**src/inc/dma_status_pkg.sv**
```systemverilog
package dma_status_pkg;

   // -------------------------------------------------------------
   // Register map
   // -------------------------------------------------------------
   localparam int          CHANNELS     = 16;
   localparam logic [31:0] STATUS_BASE  = 32'hFF900014;
   localparam logic [31:0] CHAN_STRIDE  = 32'h00000020;
   localparam int          STRIDE_SHIFT = 5;

   // -------------------------------------------------------------
   // Field positions
   // -------------------------------------------------------------
   localparam int PEND_MSB     = 31;  // normal, error, not ready, abort, early
   localparam int PEND_LSB     = 27;
   localparam int EN_MSB       = 24;  // early, normal, error, not ready, abort
   localparam int EN_LSB       = 20;
   localparam int FLAGS_MSB    = 19;  // wrap, irq on done, last, full
   localparam int FLAGS_LSB    = 16;
   localparam int COUNT_MSB    = 14;
   localparam int COUNT_LSB    = 0;
   localparam int COUNT_W      = 15;
   localparam int FLAGS_W      = 4;
   localparam int COND_W       = 5;

   // Index of each condition inside the pending field
   localparam int P_NORMAL     = 4;
   localparam int P_ERROR      = 3;
   localparam int P_NRDY       = 2;
   localparam int P_ABORT      = 1;
   localparam int P_EARLY      = 0;
   // Index of each condition inside the enable field
   localparam int E_EARLY      = 4;
   localparam int E_NORMAL     = 3;
   localparam int E_ERROR      = 2;
   localparam int E_NRDY       = 1;
   localparam int E_ABORT      = 0;
   // Index of irq on done inside the descriptor flags
   localparam int F_IRQ_DONE   = 2;

   // -------------------------------------------------------------
   // Reset values
   // -------------------------------------------------------------
   localparam logic [4:0]  PEND_RESET   = 5'h00;
   localparam logic [4:0]  EN_RESET     = 5'h00;
   localparam logic [31:0] RDATA_RESET  = 32'h00000000;
   localparam logic [14:0] COUNT_ZERO   = 15'h0000;

   // -------------------------------------------------------------
   // Channel sequencing states
   // -------------------------------------------------------------
   typedef enum logic [1:0] {
      CH_RUN,
      CH_ERR_STALL,
      CH_NRDY_STALL,
      CH_ABORT_STALL
   } chan_state_t;

endpackage

```
**src/rtl/dma_channel_status_irq.sv**
```systemverilog
`timescale 1ns/10ps

// What this block does
// - Sixteen per-channel status/enable registers, 0x20 apart from the first address.
// - Channel interrupt raised when a pending flag and its enable are both set.
// - Writing one to a pending bit clears it; zero leaves it.
// - Normal pending bit 31 set on normal close if enabled or descriptor asks.
// - Normal close: byte count reaches zero, or peripheral signals completion.
// - Error pending bit 30 set on bad descriptor or data buffer pointer.
// - Error stalls channel; after clear it resumes same descriptor where stopped.
// - Abort during a stall abandons the descriptor and moves to the next.
// - Not-ready pending bit 29 set when descriptor full bit is wrong.
// - Not-ready stalls channel; after clear it refetches the same descriptor.
// - Abort pending bit 28 set on seeing abort request; channel stalls meanwhile.
// - Clearing abort pending advances the channel to the next descriptor.
// - Fly-by read early end sets early pending bit 27, then advances.
// - Early pending always sets normal pending as well.
// - Bit 20 is the read/write abort interrupt enable.
// - Low fifteen bits read back the remaining byte count, read only.
module dma_channel_status_irq
   import dma_status_pkg::*;
#(
   parameter int NUM_CH = CHANNELS
) (
   // Clock and reset
   input  wire logic                      i_clock,
   input  wire logic                      i_arst_n,
   // Register port
   input  wire logic [31:0]               i_addr,
   input  wire logic [31:0]               i_wdata,
   input  wire logic                      i_wr,
   input  wire logic                      i_rd,
   output logic      [31:0]               o_rdata,
   // Events from the channel engines, one bit per channel
   input  wire logic [NUM_CH-1:0]         i_desc_end,
   input  wire logic [NUM_CH-1:0]         i_periph_done,
   input  wire logic [NUM_CH-1:0]         i_bad_desc_ptr,
   input  wire logic [NUM_CH-1:0]         i_bad_buf_ptr,
   input  wire logic [NUM_CH-1:0]         i_full_wrong,
   input  wire logic [NUM_CH-1:0]         i_chan_abort_request,
   input  wire logic [NUM_CH-1:0]         i_flyby_read,
   input  wire logic [NUM_CH-1:0]         i_periph_eot,
   // Current descriptor state, per channel
   input  wire logic [NUM_CH*FLAGS_W-1:0] i_desc_flags,
   input  wire logic [NUM_CH*COUNT_W-1:0] i_remaining_byte_count,
   // Sequencing commands to the channel engines
   output logic      [NUM_CH-1:0]         o_stall,
   output logic      [NUM_CH-1:0]         o_advance,
   output logic      [NUM_CH-1:0]         o_retry,
   output logic      [NUM_CH-1:0]         o_resume,
   // Interrupts
   output logic      [NUM_CH-1:0]         o_chan_irq,
   output logic                           o_irq
);

   // -------------------------------------------------------------
   // Decode helpers
   // -------------------------------------------------------------

   // True when the address hits the register of channel ch
   function automatic logic addr_hit(input logic [31:0] addr, input int ch);
      logic [31:0] offs;
      offs     = addr - STATUS_BASE;
      addr_hit = (offs[STRIDE_SHIFT-1:0] == '0) &&
                 (offs[31:STRIDE_SHIFT] == 27'(ch));
   endfunction

   // Reorder the enable field into the pending field layout
   function automatic logic [COND_W-1:0] en_to_pend(input logic [COND_W-1:0] en);
      logic [COND_W-1:0] r;
      r          = '0;
      r[P_NORMAL] = en[E_NORMAL];
      r[P_ERROR]  = en[E_ERROR];
      r[P_NRDY]   = en[E_NRDY];
      r[P_ABORT]  = en[E_ABORT];
      r[P_EARLY]  = en[E_EARLY];
      en_to_pend = r;
   endfunction

   // -------------------------------------------------------------
   // Per-channel state
   // -------------------------------------------------------------
   logic [COND_W-1:0]  pend_reg  [NUM_CH];
   logic [COND_W-1:0]  en_reg    [NUM_CH];
   logic [NUM_CH-1:0]  chan_irq;
   logic [NUM_CH-1:0]  chan_irq_next;

   genvar g;
   generate
      for (g = 0; g < NUM_CH; g++) begin : gen_ch
         chan_state_t        state_reg;
         chan_state_t        state_next;
         logic [COND_W-1:0]  pend_next;
         logic [COND_W-1:0]  en_next;
         logic [COND_W-1:0]  set_v;
         logic [COND_W-1:0]  clr_v;
         logic               adv_reg;
         logic               adv_next;
         logic               retry_reg;
         logic               retry_next;
         logic               resume_reg;
         logic               resume_next;
         logic               irq_reg;
         logic               irq_next;
         logic               stall_reg;
         logic               stall_next;
         logic               wr_hit;
         logic               normal_close;
         logic               early_end;
         logic [COUNT_W-1:0] count;
         logic [FLAGS_W-1:0] flags;

         // ----------------------------------------------------
         // Channel inputs
         // ----------------------------------------------------

         // Slices of the packed per-channel buses
         assign count = i_remaining_byte_count[g*COUNT_W +: COUNT_W];
         assign flags = i_desc_flags[g*FLAGS_W +: FLAGS_W];
         assign wr_hit = i_wr && addr_hit(i_addr, g);

         // Completion decode; an early end replaces a normal close
         assign early_end    = i_flyby_read[g] && i_periph_eot[g];
         assign normal_close = ((i_desc_end[g] && (count == COUNT_ZERO)) ||
                                i_periph_done[g]) && !early_end;

         // ----------------------------------------------------
         // Sequencing state machine
         // ----------------------------------------------------

         // Next sequencing state, flag sets and engine commands
         always_comb begin
            state_next  = state_reg;
            set_v       = '0;
            adv_next    = 1'b0;
            retry_next  = 1'b0;
            resume_next = 1'b0;
            unique case (state_reg)
               CH_RUN: begin
                  // Abort wins over other events seen in the same cycle
                  if (i_chan_abort_request[g]) begin
                     set_v[P_ABORT] = 1'b1;
                     state_next     = CH_ABORT_STALL;
                  end else if (i_bad_desc_ptr[g] || i_bad_buf_ptr[g]) begin
                     set_v[P_ERROR] = 1'b1;
                     state_next     = CH_ERR_STALL;
                  end else if (i_full_wrong[g]) begin
                     set_v[P_NRDY] = 1'b1;
                     state_next    = CH_NRDY_STALL;
                  end else if (early_end) begin
                     set_v[P_EARLY]  = 1'b1;
                     set_v[P_NORMAL] = 1'b1;
                     adv_next        = 1'b1;
                  end else if (normal_close) begin
                     set_v[P_NORMAL] = en_reg[g][E_NORMAL] || flags[F_IRQ_DONE];
                     adv_next        = 1'b1;
                  end
               end
               CH_ERR_STALL: begin
                  if (i_chan_abort_request[g]) begin
                     set_v[P_ABORT] = 1'b1;
                     state_next     = CH_ABORT_STALL;
                  end else if (!pend_reg[g][P_ERROR]) begin
                     resume_next = 1'b1;
                     state_next  = CH_RUN;
                  end
               end
               CH_NRDY_STALL: begin
                  if (i_chan_abort_request[g]) begin
                     set_v[P_ABORT] = 1'b1;
                     state_next     = CH_ABORT_STALL;
                  end else if (!pend_reg[g][P_NRDY]) begin
                     retry_next = 1'b1;
                     state_next = CH_RUN;
                  end
               end
               CH_ABORT_STALL: begin
                  // A request still high after this re-aborts the next descriptor
                  if (!pend_reg[g][P_ABORT]) begin
                     adv_next   = 1'b1;
                     state_next = CH_RUN;
                  end
               end
            endcase
            // Registered copy keeps the stall pin free of decode glitches
            stall_next = (state_next != CH_RUN);
         end

         // ----------------------------------------------------
         // Pending flags and enables
         // ----------------------------------------------------

         // Pending and enable updates; a set in the clearing cycle wins
         always_comb begin
            clr_v     = wr_hit ? i_wdata[PEND_MSB:PEND_LSB] : '0;
            pend_next = (pend_reg[g] & ~clr_v) | set_v;
            en_next   = wr_hit ? i_wdata[EN_MSB:EN_LSB] : en_reg[g];
            irq_next  = |(pend_next & en_to_pend(en_next));
         end

         // ----------------------------------------------------
         // Channel registers
         // ----------------------------------------------------

         // Registers of the channel
         always_ff @(posedge i_clock or negedge i_arst_n) begin
            if (!i_arst_n) begin
               state_reg   <= CH_RUN;
               pend_reg[g] <= PEND_RESET;
               en_reg[g]   <= EN_RESET;
               adv_reg     <= 1'b0;
               retry_reg   <= 1'b0;
               resume_reg  <= 1'b0;
               irq_reg     <= 1'b0;
               stall_reg   <= 1'b0;
            end else begin
               state_reg   <= state_next;
               pend_reg[g] <= pend_next;
               en_reg[g]   <= en_next;
               adv_reg     <= adv_next;
               retry_reg   <= retry_next;
               resume_reg  <= resume_next;
               irq_reg     <= irq_next;
               stall_reg   <= stall_next;
            end
         end

         // ----------------------------------------------------
         // Channel outputs
         // ----------------------------------------------------

         // All commands leave straight from flip-flops
         assign o_stall[g]       = stall_reg;
         assign o_advance[g]     = adv_reg;
         assign o_retry[g]       = retry_reg;
         assign o_resume[g]      = resume_reg;
         assign chan_irq[g]      = irq_reg;
         assign chan_irq_next[g] = irq_next;
      end
   endgenerate

   assign o_chan_irq = chan_irq;

   // -------------------------------------------------------------
   // Combined interrupt line
   // -------------------------------------------------------------
   logic irq_reg;
   logic irq_next;

   // Built from the next channel values so it rises with the channel lines;
   // a generate scope cannot be indexed by a loop variable, hence the vector
   always_comb begin
      irq_next = |chan_irq_next;
   end

   always_ff @(posedge i_clock or negedge i_arst_n) begin
      if (!i_arst_n) begin
         irq_reg <= 1'b0;
      end else begin
         irq_reg <= irq_next;
      end
   end

   assign o_irq = irq_reg;

   // -------------------------------------------------------------
   // Read path
   // -------------------------------------------------------------
   logic [31:0] rdata_reg;
   logic [31:0] rdata_next;

   // Unmapped addresses and idle cycles return zero; reserved bits are zero
   always_comb begin
      rdata_next = RDATA_RESET;
      if (i_rd) begin
         for (int c = 0; c < NUM_CH; c++) begin
            if (addr_hit(i_addr, c)) begin
               rdata_next[PEND_MSB:PEND_LSB]   = pend_reg[c];
               rdata_next[EN_MSB:EN_LSB]       = en_reg[c];
               rdata_next[FLAGS_MSB:FLAGS_LSB] = i_desc_flags[c*FLAGS_W +: FLAGS_W];
               rdata_next[COUNT_MSB:COUNT_LSB] = i_remaining_byte_count[c*COUNT_W +: COUNT_W];
            end
         end
      end
   end

   always_ff @(posedge i_clock or negedge i_arst_n) begin
      if (!i_arst_n) begin
         rdata_reg <= RDATA_RESET;
      end else begin
         rdata_reg <= rdata_next;
      end
   end

   assign o_rdata = rdata_reg;

endmodule

```
**config.mk**
```make
export PLATFORM = sky130hd
export DESIGN_NAME = dma_channel_status_irq
export DESIGN_NICKNAME = d
export VERILOG_FILES = /design/src/inc/dma_status_pkg.sv /design/src/rtl/dma_channel_status_irq.sv
export SDC_FILE = /design/constraint.sdc
export NUM_CORES = 1
export LEC_CHECK = 0
export ABC_CLOCK_PERIOD_IN_PS = 2640
export BUFFER_PORTS_ARGS = -buffer_cell sky130_fd_sc_hd__clkbuf_2
export CAP_MARGIN = 5
export CORE_AREA = 2 2 267 321
export DETAILED_ROUTE_END_ITERATION = 8
export DIE_AREA = 0 0 269 323
export PLACE_DENSITY = 0.45
export SLEW_MARGIN = 20
export SYNTH_ARGS = -nofsm -noshare
export SYNTH_HDL_FRONTEND = slang
export SYNTH_SLANG_ARGS = --single-unit
```
**constraint.sdc**
```tcl
create_clock -name i_clock -period 2.64 [get_ports i_clock]
set_input_delay 0.264 -clock i_clock [delete_from_list [all_inputs] [get_ports i_clock]]
set_output_delay 0.264 -clock i_clock [all_outputs]
set_load 0.02 [all_outputs]
```
# Word-level counts from Yosys, hierarchy flattened
# Cells that the tools add are included.
dict set report classes {
  reduce_logical 227
  muxes 691
  eq_ne 63
  bitwise_logic 64
  add_sub_neg 1
}
# cell count
set op_table {}
lappend op_table {{$mux W1} 416}
lappend op_table {{$mux W2} 128}
lappend op_table {{$mux W15} 17}
lappend op_table {{$mux W5} 49}
lappend op_table {{$logic_not A15 Y1} 16}
lappend op_table {{$eq A27 B4 Y1 const B} 8}
lappend op_table {{$and A5 B5 Y5} 32}
lappend op_table {{$mux W9} 17}
lappend op_table {{$pmux W2 S4} 16}
lappend op_table {{$eq A27 B3 Y1 const B} 4}
lappend op_table {{$mux W3} 32}
lappend op_table {{$logic_and A1 B1 Y1} 80}
lappend op_table {{$not A5 Y5} 16}
lappend op_table {{$or A5 B5 Y5} 16}
lappend op_table {{$reduce_or A5 Y1} 16}
lappend op_table {{$reduce_or A80 Y1} 1}
lappend op_table {{$eq A2 B2 Y1 const B} 32}
lappend op_table {{$eq A27 B2 Y1 const B} 2}
lappend op_table {{$logic_or A1 B1 Y1} 48}
lappend op_table {{$reduce_or A3 Y1} 16}
lappend op_table {{$eq A2 B1 Y1 const B} 16}
lappend op_table {{$logic_not A2 Y1} 16}
lappend op_table {{$pmux W1 S2} 16}
lappend op_table {{$reduce_bool A2 Y1} 16}
lappend op_table {{5 further kinds} 20}
dict set report word_totals {
  ff_bits 302
  in_bits 500
  elab_cells 1176
  output_inout_bits 113
}

# Logic depth before layout (Yosys ltp)
# Gate-level depths: netlist (run 1).
dict set report depth {
  ltp_word 20
  mapped_depth 17
  depth_no_buf 13
}

# Worst setup path before layout (run 1)
# OpenSTA, ideal clock, no wires.
dict set report synth_path {
  kind {in2reg}
  startpoint {input i_addr[8]}
  endpoint {register irq_reg (netlist: o_irq)}
  cell_stages 13
  slack_ns -1.238
  n_path_buf 2
  setup_ns 0.140
  t_required_ns 2.500
  arrival_time_ns 3.738
  path_cell_list {buf_6 -> nor4_4 -> nand3_2 -> o31a_1 -> a221oi_2 -> nand3_2 -> buf_6 -> nor4_1 -> mux2_2 -> a22o_1 -> a2111o_1 -> nor4_1 -> nand4_1}
}
dict set report synth_via {
  word_cells_on_any_way 146
  cone_classes {1 x add/sub; 15 x eq/ne; 32 x mux; 64 x bitwise; 34 x reduce/logical}
}
# item line_no
set synth_rtl {}
lappend synth_rtl {{from (decl)} dma_channel_status_irq.sv:29} ;# input wire logic [31:0] i_addr,
lappend synth_rtl {{$sub A32 B32 Y32} dma_channel_status_irq.sv:63} ;# offs = addr - STATUS_BASE;
lappend synth_rtl {{$eq A27 B4 Y1} dma_channel_status_irq.sv:65} ;# (offs[31:STRIDE_SHIFT] == 27'(ch));
lappend synth_rtl {{$logic_and A1 B1 Y1} dma_channel_status_irq.sv:64} ;# addr_hit = (offs[STRIDE_SHIFT-1:0] == '0) &&
lappend synth_rtl {{$logic_and A1 B1 Y1} dma_channel_status_irq.sv:120} ;# assign wr_hit = i_wr && addr_hit(i_addr, g);
lappend synth_rtl {{$mux W5} dma_channel_status_irq.sv:197} ;# en_next = wr_hit ? i_wdata[EN_MSB:EN_LSB] : en_reg[g];
lappend synth_rtl {{net gen_ch[10].en_next[2]} dma_channel_status_irq.sv:94} ;# logic [COND_W-1:0] en_next;
lappend synth_rtl {{$and A5 B5 Y5} dma_channel_status_irq.sv:198} ;# irq_next = |(pend_next & en_to_pend(en_next));
lappend synth_rtl {{$reduce_or A80 Y1} dma_channel_status_irq.sv:253} ;# irq_next = |chan_irq_next;
lappend synth_rtl {{net irq_next} dma_channel_status_irq.sv:248} ;# logic irq_next;
lappend synth_rtl {{to (signal assigned)} dma_channel_status_irq.sv:260} ;# irq_reg <= irq_next;
lappend synth_rtl {{to (decl)} dma_channel_status_irq.sv:247} ;# logic irq_reg;
# The timed path passes the listed nets, and every way through them passes these cells.

# Worst setup path after layout (run 1)
dict set report layout_path {
  startpoint {input i_addr[8]}
  endpoint {register irq_reg (netlist: o_irq)}
}
dict set report layout_via {
  word_cells_on_any_way 146
  cone_classes {1 x add/sub; 15 x eq/ne; 32 x mux; 64 x bitwise; 34 x reduce/logical}
}
# item line_no
set layout_rtl {}
lappend layout_rtl {{$sub A32 B32 Y32} dma_channel_status_irq.sv:63}
lappend layout_rtl {{$eq A27 B2 Y1} dma_channel_status_irq.sv:65}
lappend layout_rtl {{$logic_and A1 B1 Y1} dma_channel_status_irq.sv:64}
lappend layout_rtl {{$logic_and A1 B1 Y1} dma_channel_status_irq.sv:120}
lappend layout_rtl {{$mux W5} dma_channel_status_irq.sv:197}
lappend layout_rtl {{net gen_ch[3].en_next[1]} dma_channel_status_irq.sv:94}
lappend layout_rtl {{$and A5 B5 Y5} dma_channel_status_irq.sv:198}
lappend layout_rtl {{$reduce_or A80 Y1} dma_channel_status_irq.sv:253}
lappend layout_rtl {{net irq_next} dma_channel_status_irq.sv:248}
# The timed path passes the listed nets, and every way through them passes these cells.

==> flow_metrics.env, run 1 <==
export IMPL_status="complete, but fails checks"
export IMPL_violations="negative setup slack"
export IMPL_relSlewSlack=0.2064
export IMPL_swShare=0.3635
export IMPL_grt_pass1_wl_mm=199.6
export IMPL_io_pins=613
export IMPL_rows=117
export IMPL_final_nets=3994
export IMPL_antenna_found_initial=10
export IMPL_ant_nets=0
export IMPL_route_detailed_drc=0
export IMPL_die_area_um2=86890
export IMPL_final_util=0.4032
export IMPL_synth_area_leaders="dfrtp_1, mux2_2, ha_1, nand2_1, o21ai_0"
export IMPL_port_buffers=587
export IMPL_synthesis_area_um2=19950
export IMPL_cts_root_buffer="clkbuf_16"
export IMPL_synth_seq_area_share=0.3788
export IMPL_p_comb_frac=0.339
export IMPL_finalHoldViolCount=0
export IMPL_synth_top_area_frac=0.3788
export IMPL_worstSetupStartpointType="input pin"
export IMPL_path_clk_slew_ns=0.07
export IMPL_met1_length_mm=53.72
export IMPL_die_height_um=323
export IMPL_seq_power_share=0.348
export IMPL_ir_worst_vdd_mv=0.3719
export IMPL_drive_gt1_frac=0.5279
export IMPL_detailedRoute_firstIterationViolations=2289
export IMPL_wl_per_cell_um=32.01
export IMPL_core_um2=84170
export IMPL_place_area_um2=29460
export IMPL_cts_buffer_depth=3
export IMPL_vias_per_cell=5.535
export IMPL_layout_min_cycle_time_ns=3.498
export IMPL_synth_cell_types=92
export IMPL_gr_total_overflow=0
export IMPL_dpl_worst_slack_ns=-1.794
export IMPL_grt_setup_unrepaired="yes"
export IMPL_ys_flop_type="dfrtp_1"
export IMPL_dp_hpwl_mm=122.3
export IMPL_maxSlewViolCount=0
export IMPL_grt_max_degree=77
export IMPL_first_pass_iters=8
export IMPL_power_uw=17550
export IMPL_critPathArrivalTime_ns=3.98
export IMPL_worstSetupPathType="input pin to flip-flop"
export IMPL_pwr_share_clk=0.313
export IMPL_setup_ws_ns=-0.8578
export IMPL_tightest_slew_ns=1.180
export IMPL_grt_pass1_vias=26357
export IMPL_power_internal_uw=11170
export IMPL_cts_tree="yes"
export IMPL_p_leak_uw=0.01609
export IMPL_synth_area_per_cell_um2=9.155
export IMPL_cts_sinks=302
export IMPL_via_count=25409
export IMPL_synth_edf_count=0
export IMPL_cp_max_fo=6
export IMPL_place_congestion=1.018
export IMPL_htree_levels=2
export IMPL_ys_ff_latch=302
export IMPL_min_period_over_period=1.325
export IMPL_p_sw_uw=6381
export IMPL_grt_usage=0.3294
export IMPL_yosys_warnings=0
export IMPL_worst_ep_required_time_ns=3.12
export IMPL_start_util=0.2370
export IMPL_drv_cap=0
export IMPL_final_cell_area_um2=33940
export IMPL_wl_met2_mm=69.22
export IMPL_async_flop_share=1.000
export IMPL_setup_violations=52
export IMPL_die_w_um=269
export IMPL_top_layer="met5"
export IMPL_cts_buffers=38
export IMPL_yosysTopAreaCell="dfrtp_1"
export IMPL_drt_wl_total_mm=147.0
export IMPL_syn2layout_area_growth_pct=70.16
export IMPL_skew_ns=0.03331
export IMPL_syn_inst=2179
export IMPL_worstSetupEndpointType="flip-flop"
export IMPL_whs_ns=0.008733
export IMPL_min_path_type="input pin to flip-flop"
export IMPL_power_per_cell_area_nw_per_um2=517.2
export IMPL_clock_latency_ns=0.61
export IMPL_dr_wl_met3_mm=11.27
export IMPL_fmaxAchievable_ghz=0.2859
-- power groups by stage --
| stage | logic (uW) | clock network [uW] | registers [uW] |
|---|---|---|---|
| after detailed placement | 5720 | 0 | 6150 |
| after global placement | 5570 | 0 | 6130 |
| after CTS | 5880 | 5590 | 6080 |
| after floorplan | 3130 | 0 | 5830 |
| final | 5950 | 5490 | 6110 |
| after global routing | 6480 | 5760 | 6150 |
-- critical path: stages --
cell,delay [ns]
buf_8,0.10
nor4_4,0.33
nand3_2,0.16
o31a_1,0.35
a221oi_4,0.33
nand3_4,0.18
buf_12,0.19
buf_6,0.12
nor4_4,0.27
buf_4,0.20
mux2_4,0.31
a222oi_1,0.41
buf_4,0.22
nand4_1,0.16
nor4_2,0.24
nand4_1,0.11
-- cell usage in the layout, fill, tap and decap left out, types with 48 or more instances in the layout --
cell type and instances:
buf_4 664, clkbuf_2 583, dfrtp_1 302, nand2_1 172, nor2_1 122, o21ai_0 106
a21oi_1 105, inv_1 90, ha_1 64, buf_6 64, nor4_1 58, buf_12 50
a222oi_1 48
-- layout make-up --
class | count | area [um2]
flip-flops and latches | 302 | 7557
multi-input cells | 1597 | 13280
repair buffers | 1400 | 10090
diodes | 4 | 10.01
fillers | 8497 | 50230
inverters | 91 | 341.6
clock inverters | 11 | 131.4
clock buffers | 56 | 1119
well taps | 1130 | 1414
-- final timing paths --
| kind | from | to | slack (ns) | cells past startpoint |
|---|---|---|---|---|
| max | i_addr[8] | o_irq$_DFF_PN0_ | -0.86 | 16 |
| min | i_desc_flags[53] | o_rdata[17]$_DFF_PN0_ | 0.009 | 3 |
| max reg2reg | gen_ch[15].state_reg[1]$_DFF_PN0_ | o_irq$_DFF_PN0_ | -0.64 | 13 |
| min reg2reg | pend_reg[14]$_DFF_PN0_ | pend_reg[14]$_DFF_PN0_ | 0.51 | 1 |
| max in group asynchronous | i_arst_n | gen_ch[14].retry_reg$_DFF_PN0_ | 1.46 | 3 |
| min in group asynchronous | i_arst_n | gen_ch[13].resume_reg$_DFF_PN0_ | 0.28 | 2 |
-- metal layers --
metal / vias up / global-route usage
met2: 1426 / 0.5617
met1: 12661 / 0.3671
met5: - / 0
li1: 10877 / -
met3: 435 / 0.06562
met4: 10 / 0.2304
-- Yosys cell counts, types with 36 or more instances --
cell      instances
dfrtp_1         302
nand2_1         183
a22oi_1          45
a21oi_1         124
nand4_1          37
clkbuf_1         75
o22ai_1          37
nor3b_1          37
mux2_2           74
nor3_1           36
nor4_1           78
inv_1            90
a222oi_1         48
o21ai_0         137
nor2_1          136
ha_1             64
buf_4            85
-- what timing repair did --
item	4_1_cts	5_1_grt
hold endpoints to repair	110	0
pin swaps	115	106
setup endpoints to repair	56	64
hold buffers	28	0
resized for setup	314	119
buffers inserted	66	39
gates cloned	2	1
-- cells by family after synthesis --
family,synth area share
buffers and inverters,0.07332
other,0.0001880
multiplexers,0.04729
AND/OR/NAND/NOR,0.2006
flip-flops,0.3788
XOR/XNOR,0.001317
adder cells (fa/ha/maj),0.04014
AO/OA/AOI/OAI,0.2583
-- metrics by stage --
step | TNS (ns) | instances
2_1_floorplan | -43.28 | 2181
6_report | -26.19 | 4591
4_1_cts | -23.24 | 4559
5_1_grt | -30.24 | 4589
3_5_place_dp | -121.80 | 4404
3_3_place_gp | -121.89 | 4403
No activity file was read; power rests on OpenSTA's default activity.
==> inputs of run 2 (changes only) <==
ABC_CLOCK_PERIOD_IN_PS = 4200   (was 2640)
PLACE_DENSITY = 0.43   (was 0.45)
clock period = 4.2 ns   (was 2.64 ns; I/O delays follow)
==> run 2 against run 1 <==
- the flow now finishes without violations
- critical path depth rose by 3
- utilization fell by 6.7 points
- routed wire length fell by 4.7%
- power fell by 39%
- clock power fell by 33%
- critical endpoint is now o_rdata[8]$_DFF_PN0_
- die area did not move
==> flow_metrics.env, run 2 (synthesized netlist as in run 1, its figures left out) <==
export IMPL_via_count=23802
export IMPL_wl_per_cell_um=33.16
export IMPL_fmaxAchievable_ghz=0.2498
export IMPL_reg2reg_from="gen_ch[15].state_reg[1]$_DFF_PN0_"
export IMPL_rows=117
export IMPL_cp_max_fo=22
export IMPL_worst_ep_required_time_ns=4.65
export IMPL_ant_nets=0
export IMPL_die_w_um=269
export IMPL_cts_buffers=41
export IMPL_ff_latch_area_um2=7557
export IMPL_critPathArrivalTime_ns=4.46
export IMPL_nFillCells=8887
export IMPL_clock_latency_ns=0.60
export IMPL_antenna_found_initial=13
export IMPL_worstSetupPathType="input pin to flip-flop"
export IMPL_grt_setup_unrepaired="no"
export IMPL_dp_hpwl_mm=117.4
export IMPL_finalHoldViolCount=0
export IMPL_startpoint="i_addr[8]"
export IMPL_port_buffers=587
export IMPL_status="completed"
export IMPL_maxSlewViolCount=0
export IMPL_grt_pass1_vias=24469
export IMPL_dp_cells=4145
export IMPL_crit_end="o_rdata[8]$_DFF_PN0_"
export IMPL_grt_max_degree=98
export IMPL_layout_cells_non_filler=4223
export IMPL_setup_ws_ns=0.1975
export IMPL_ir_worst_vdd_mv=0.2393
export IMPL_final_util=0.3361
export IMPL_min_path_type="input pin to flip-flop"
export IMPL_cts_root_buffer="clkbuf_16"
export IMPL_detailedRoute_firstIterationViolations=2071
export IMPL_min_period_over_period=0.9530
export IMPL_finalSetupTns_ns=0
export IMPL_r2r_setup_slack_ns=0.78
export IMPL_grt_usage=0.3140
export IMPL_place_congestion=1.002
export IMPL_power_per_cell_area_nw_per_um2=377.5
export IMPL_route_detailed_drc=0
export IMPL_first_pass_iters=6
export IMPL_worstSetupStartpointType="input pin"
export IMPL_cts_buffer_depth=3
export IMPL_core_um2=84170
export IMPL_tightest_slew_ns=1.216
export IMPL_drt_wl_total_mm=140.0
export IMPL_grt_pass1_wl_mm=189.0
export IMPL_relSlewSlack=0.1896
export IMPL_start_util=0.2370
export IMPL_drv_cap=0
export IMPL_cts_tree="yes"
export IMPL_vias_per_cell=5.636
export IMPL_rr_endpoint="o_irq$_DFF_PN0_"
export IMPL_worstRegToRegCells=14
export IMPL_syn2layout_area_growth_pct=41.82
export IMPL_drive_gt1_frac=0.4074
export IMPL_multiInputGateArea_um2=11090
export IMPL_htree_levels=2
export IMPL_worstSetupEndpointType="flip-flop"
export IMPL_cts_sinks=302
export IMPL_dpl_worst_slack_ns=-0.6677
export IMPL_path_clk_slew_ns=0.06
export IMPL_die_area_um2=86890
export IMPL_gr_total_overflow=0
export IMPL_die_height_um=323
export IMPL_skew_ns=0.02189
export IMPL_final_nets=3623
export IMPL_mostFrequentLayoutCells="clkbuf_2, buf_4, dfrtp_1"
export IMPL_io_pins=613
export IMPL_mostFrequentLayoutCell="clkbuf_2"
export IMPL_p_leak_uw=0.01337
export IMPL_setup_violations=0
export IMPL_layout_min_cycle_time_ns=4.003
[run 2: cell type report]
type / instances / area share
inverters: 91 / 0.01207
flip-flops and latches: 302 / 0.2671
clock inverters: 13 / 0.005838
clock buffers: 59 / 0.04294
repair buffers: 1026 / 0.2296
well taps: 1130 / 0.04998
diodes: 5 / 0.0004423
multi-input cells: 1597 / 0.3920
[run 2: critical path: stages]
cell	delay, ns
clkbuf_2	0.13
nor4_4	0.35
nand3_2	0.19
buf_4	0.17
nor3_1	0.18
buf_4	0.16
a221oi_4	0.07
nand3_2	0.12
buf_12	0.14
buf_4	0.30
nor2_1	0.12
buf_4	0.20
buf_4	0.15
a32o_1	0.24
a221oi_1	0.45
buf_4	0.23
a311oi_1	0.12
a2111oi_1	0.54
o32ai_1	0.15
[run 2: worst min-delay path by stage]
stage / startpoint / to / slack, ns / cells past startpoint
3_5_place_dp: pend_reg[14]$_DFF_PN0_ / pend_reg[14]$_DFF_PN0_ / 0.50 / 1
5_1_grt: i_chan_abort_request[11] / gen_ch[11].retry_reg$_DFF_PN0_ / 0.09 / 2
2_1_floorplan: i_arst_n / en_reg[0]$_DFF_PN0_ / 0.12 / 0
3_3_place_gp: en_reg[11]$_DFF_PN0_ / en_reg[11]$_DFF_PN0_ / 0.50 / 1
6_report: i_chan_abort_request[5] / gen_ch[5].resume_reg$_DFF_PN0_ / 0.07 / 2
4_1_cts: i_chan_abort_request[5] / gen_ch[5].resume_reg$_DFF_PN0_ / 0.04 / 2
[run 2: through the flow]
step	instance area (um2)	total power (uW)	hold slack [ns]
floorplan	19960	5583	0.1244
global placement	26810	6892	0.5003
detailed placement	26810	7007	0.5047
CTS	28210	10740	0.03739
global route	28280	11190	0.08540
finish	28290	10680	0.07233
[run 2: routing by layer]
metal  vias to the layer above  share of wire  routed length (um)  track usage
met4                        10          0.058                8172       0.1590
met1                     12041           0.37               52220       0.3535
li1                      10125              -                   -            -
met5                         -        0.00039                  55            0
met2                      1335           0.50               69680       0.5641
met3                       291          0.071                9899      0.05611
[run 2: timing repair]
| item | in CTS | in global routing |
|---|---|---|
| endpoints found under the setup margin | 1 | 4 |
| gates resized for setup | 1 | 10 |
| hold endpoints to repair | 92 | 0 |
| hold buffers | 1 | 0 |
| buffers inserted | 0 | 0 |
[run 2: report_power, final]
part	leakage, uW	internal (uW)	switching (uW)
clock network	0.000680	2190	1470
registers	0.00383	3360	520
logic	0.00886	1320	1820
total	0.0134	6870	3810
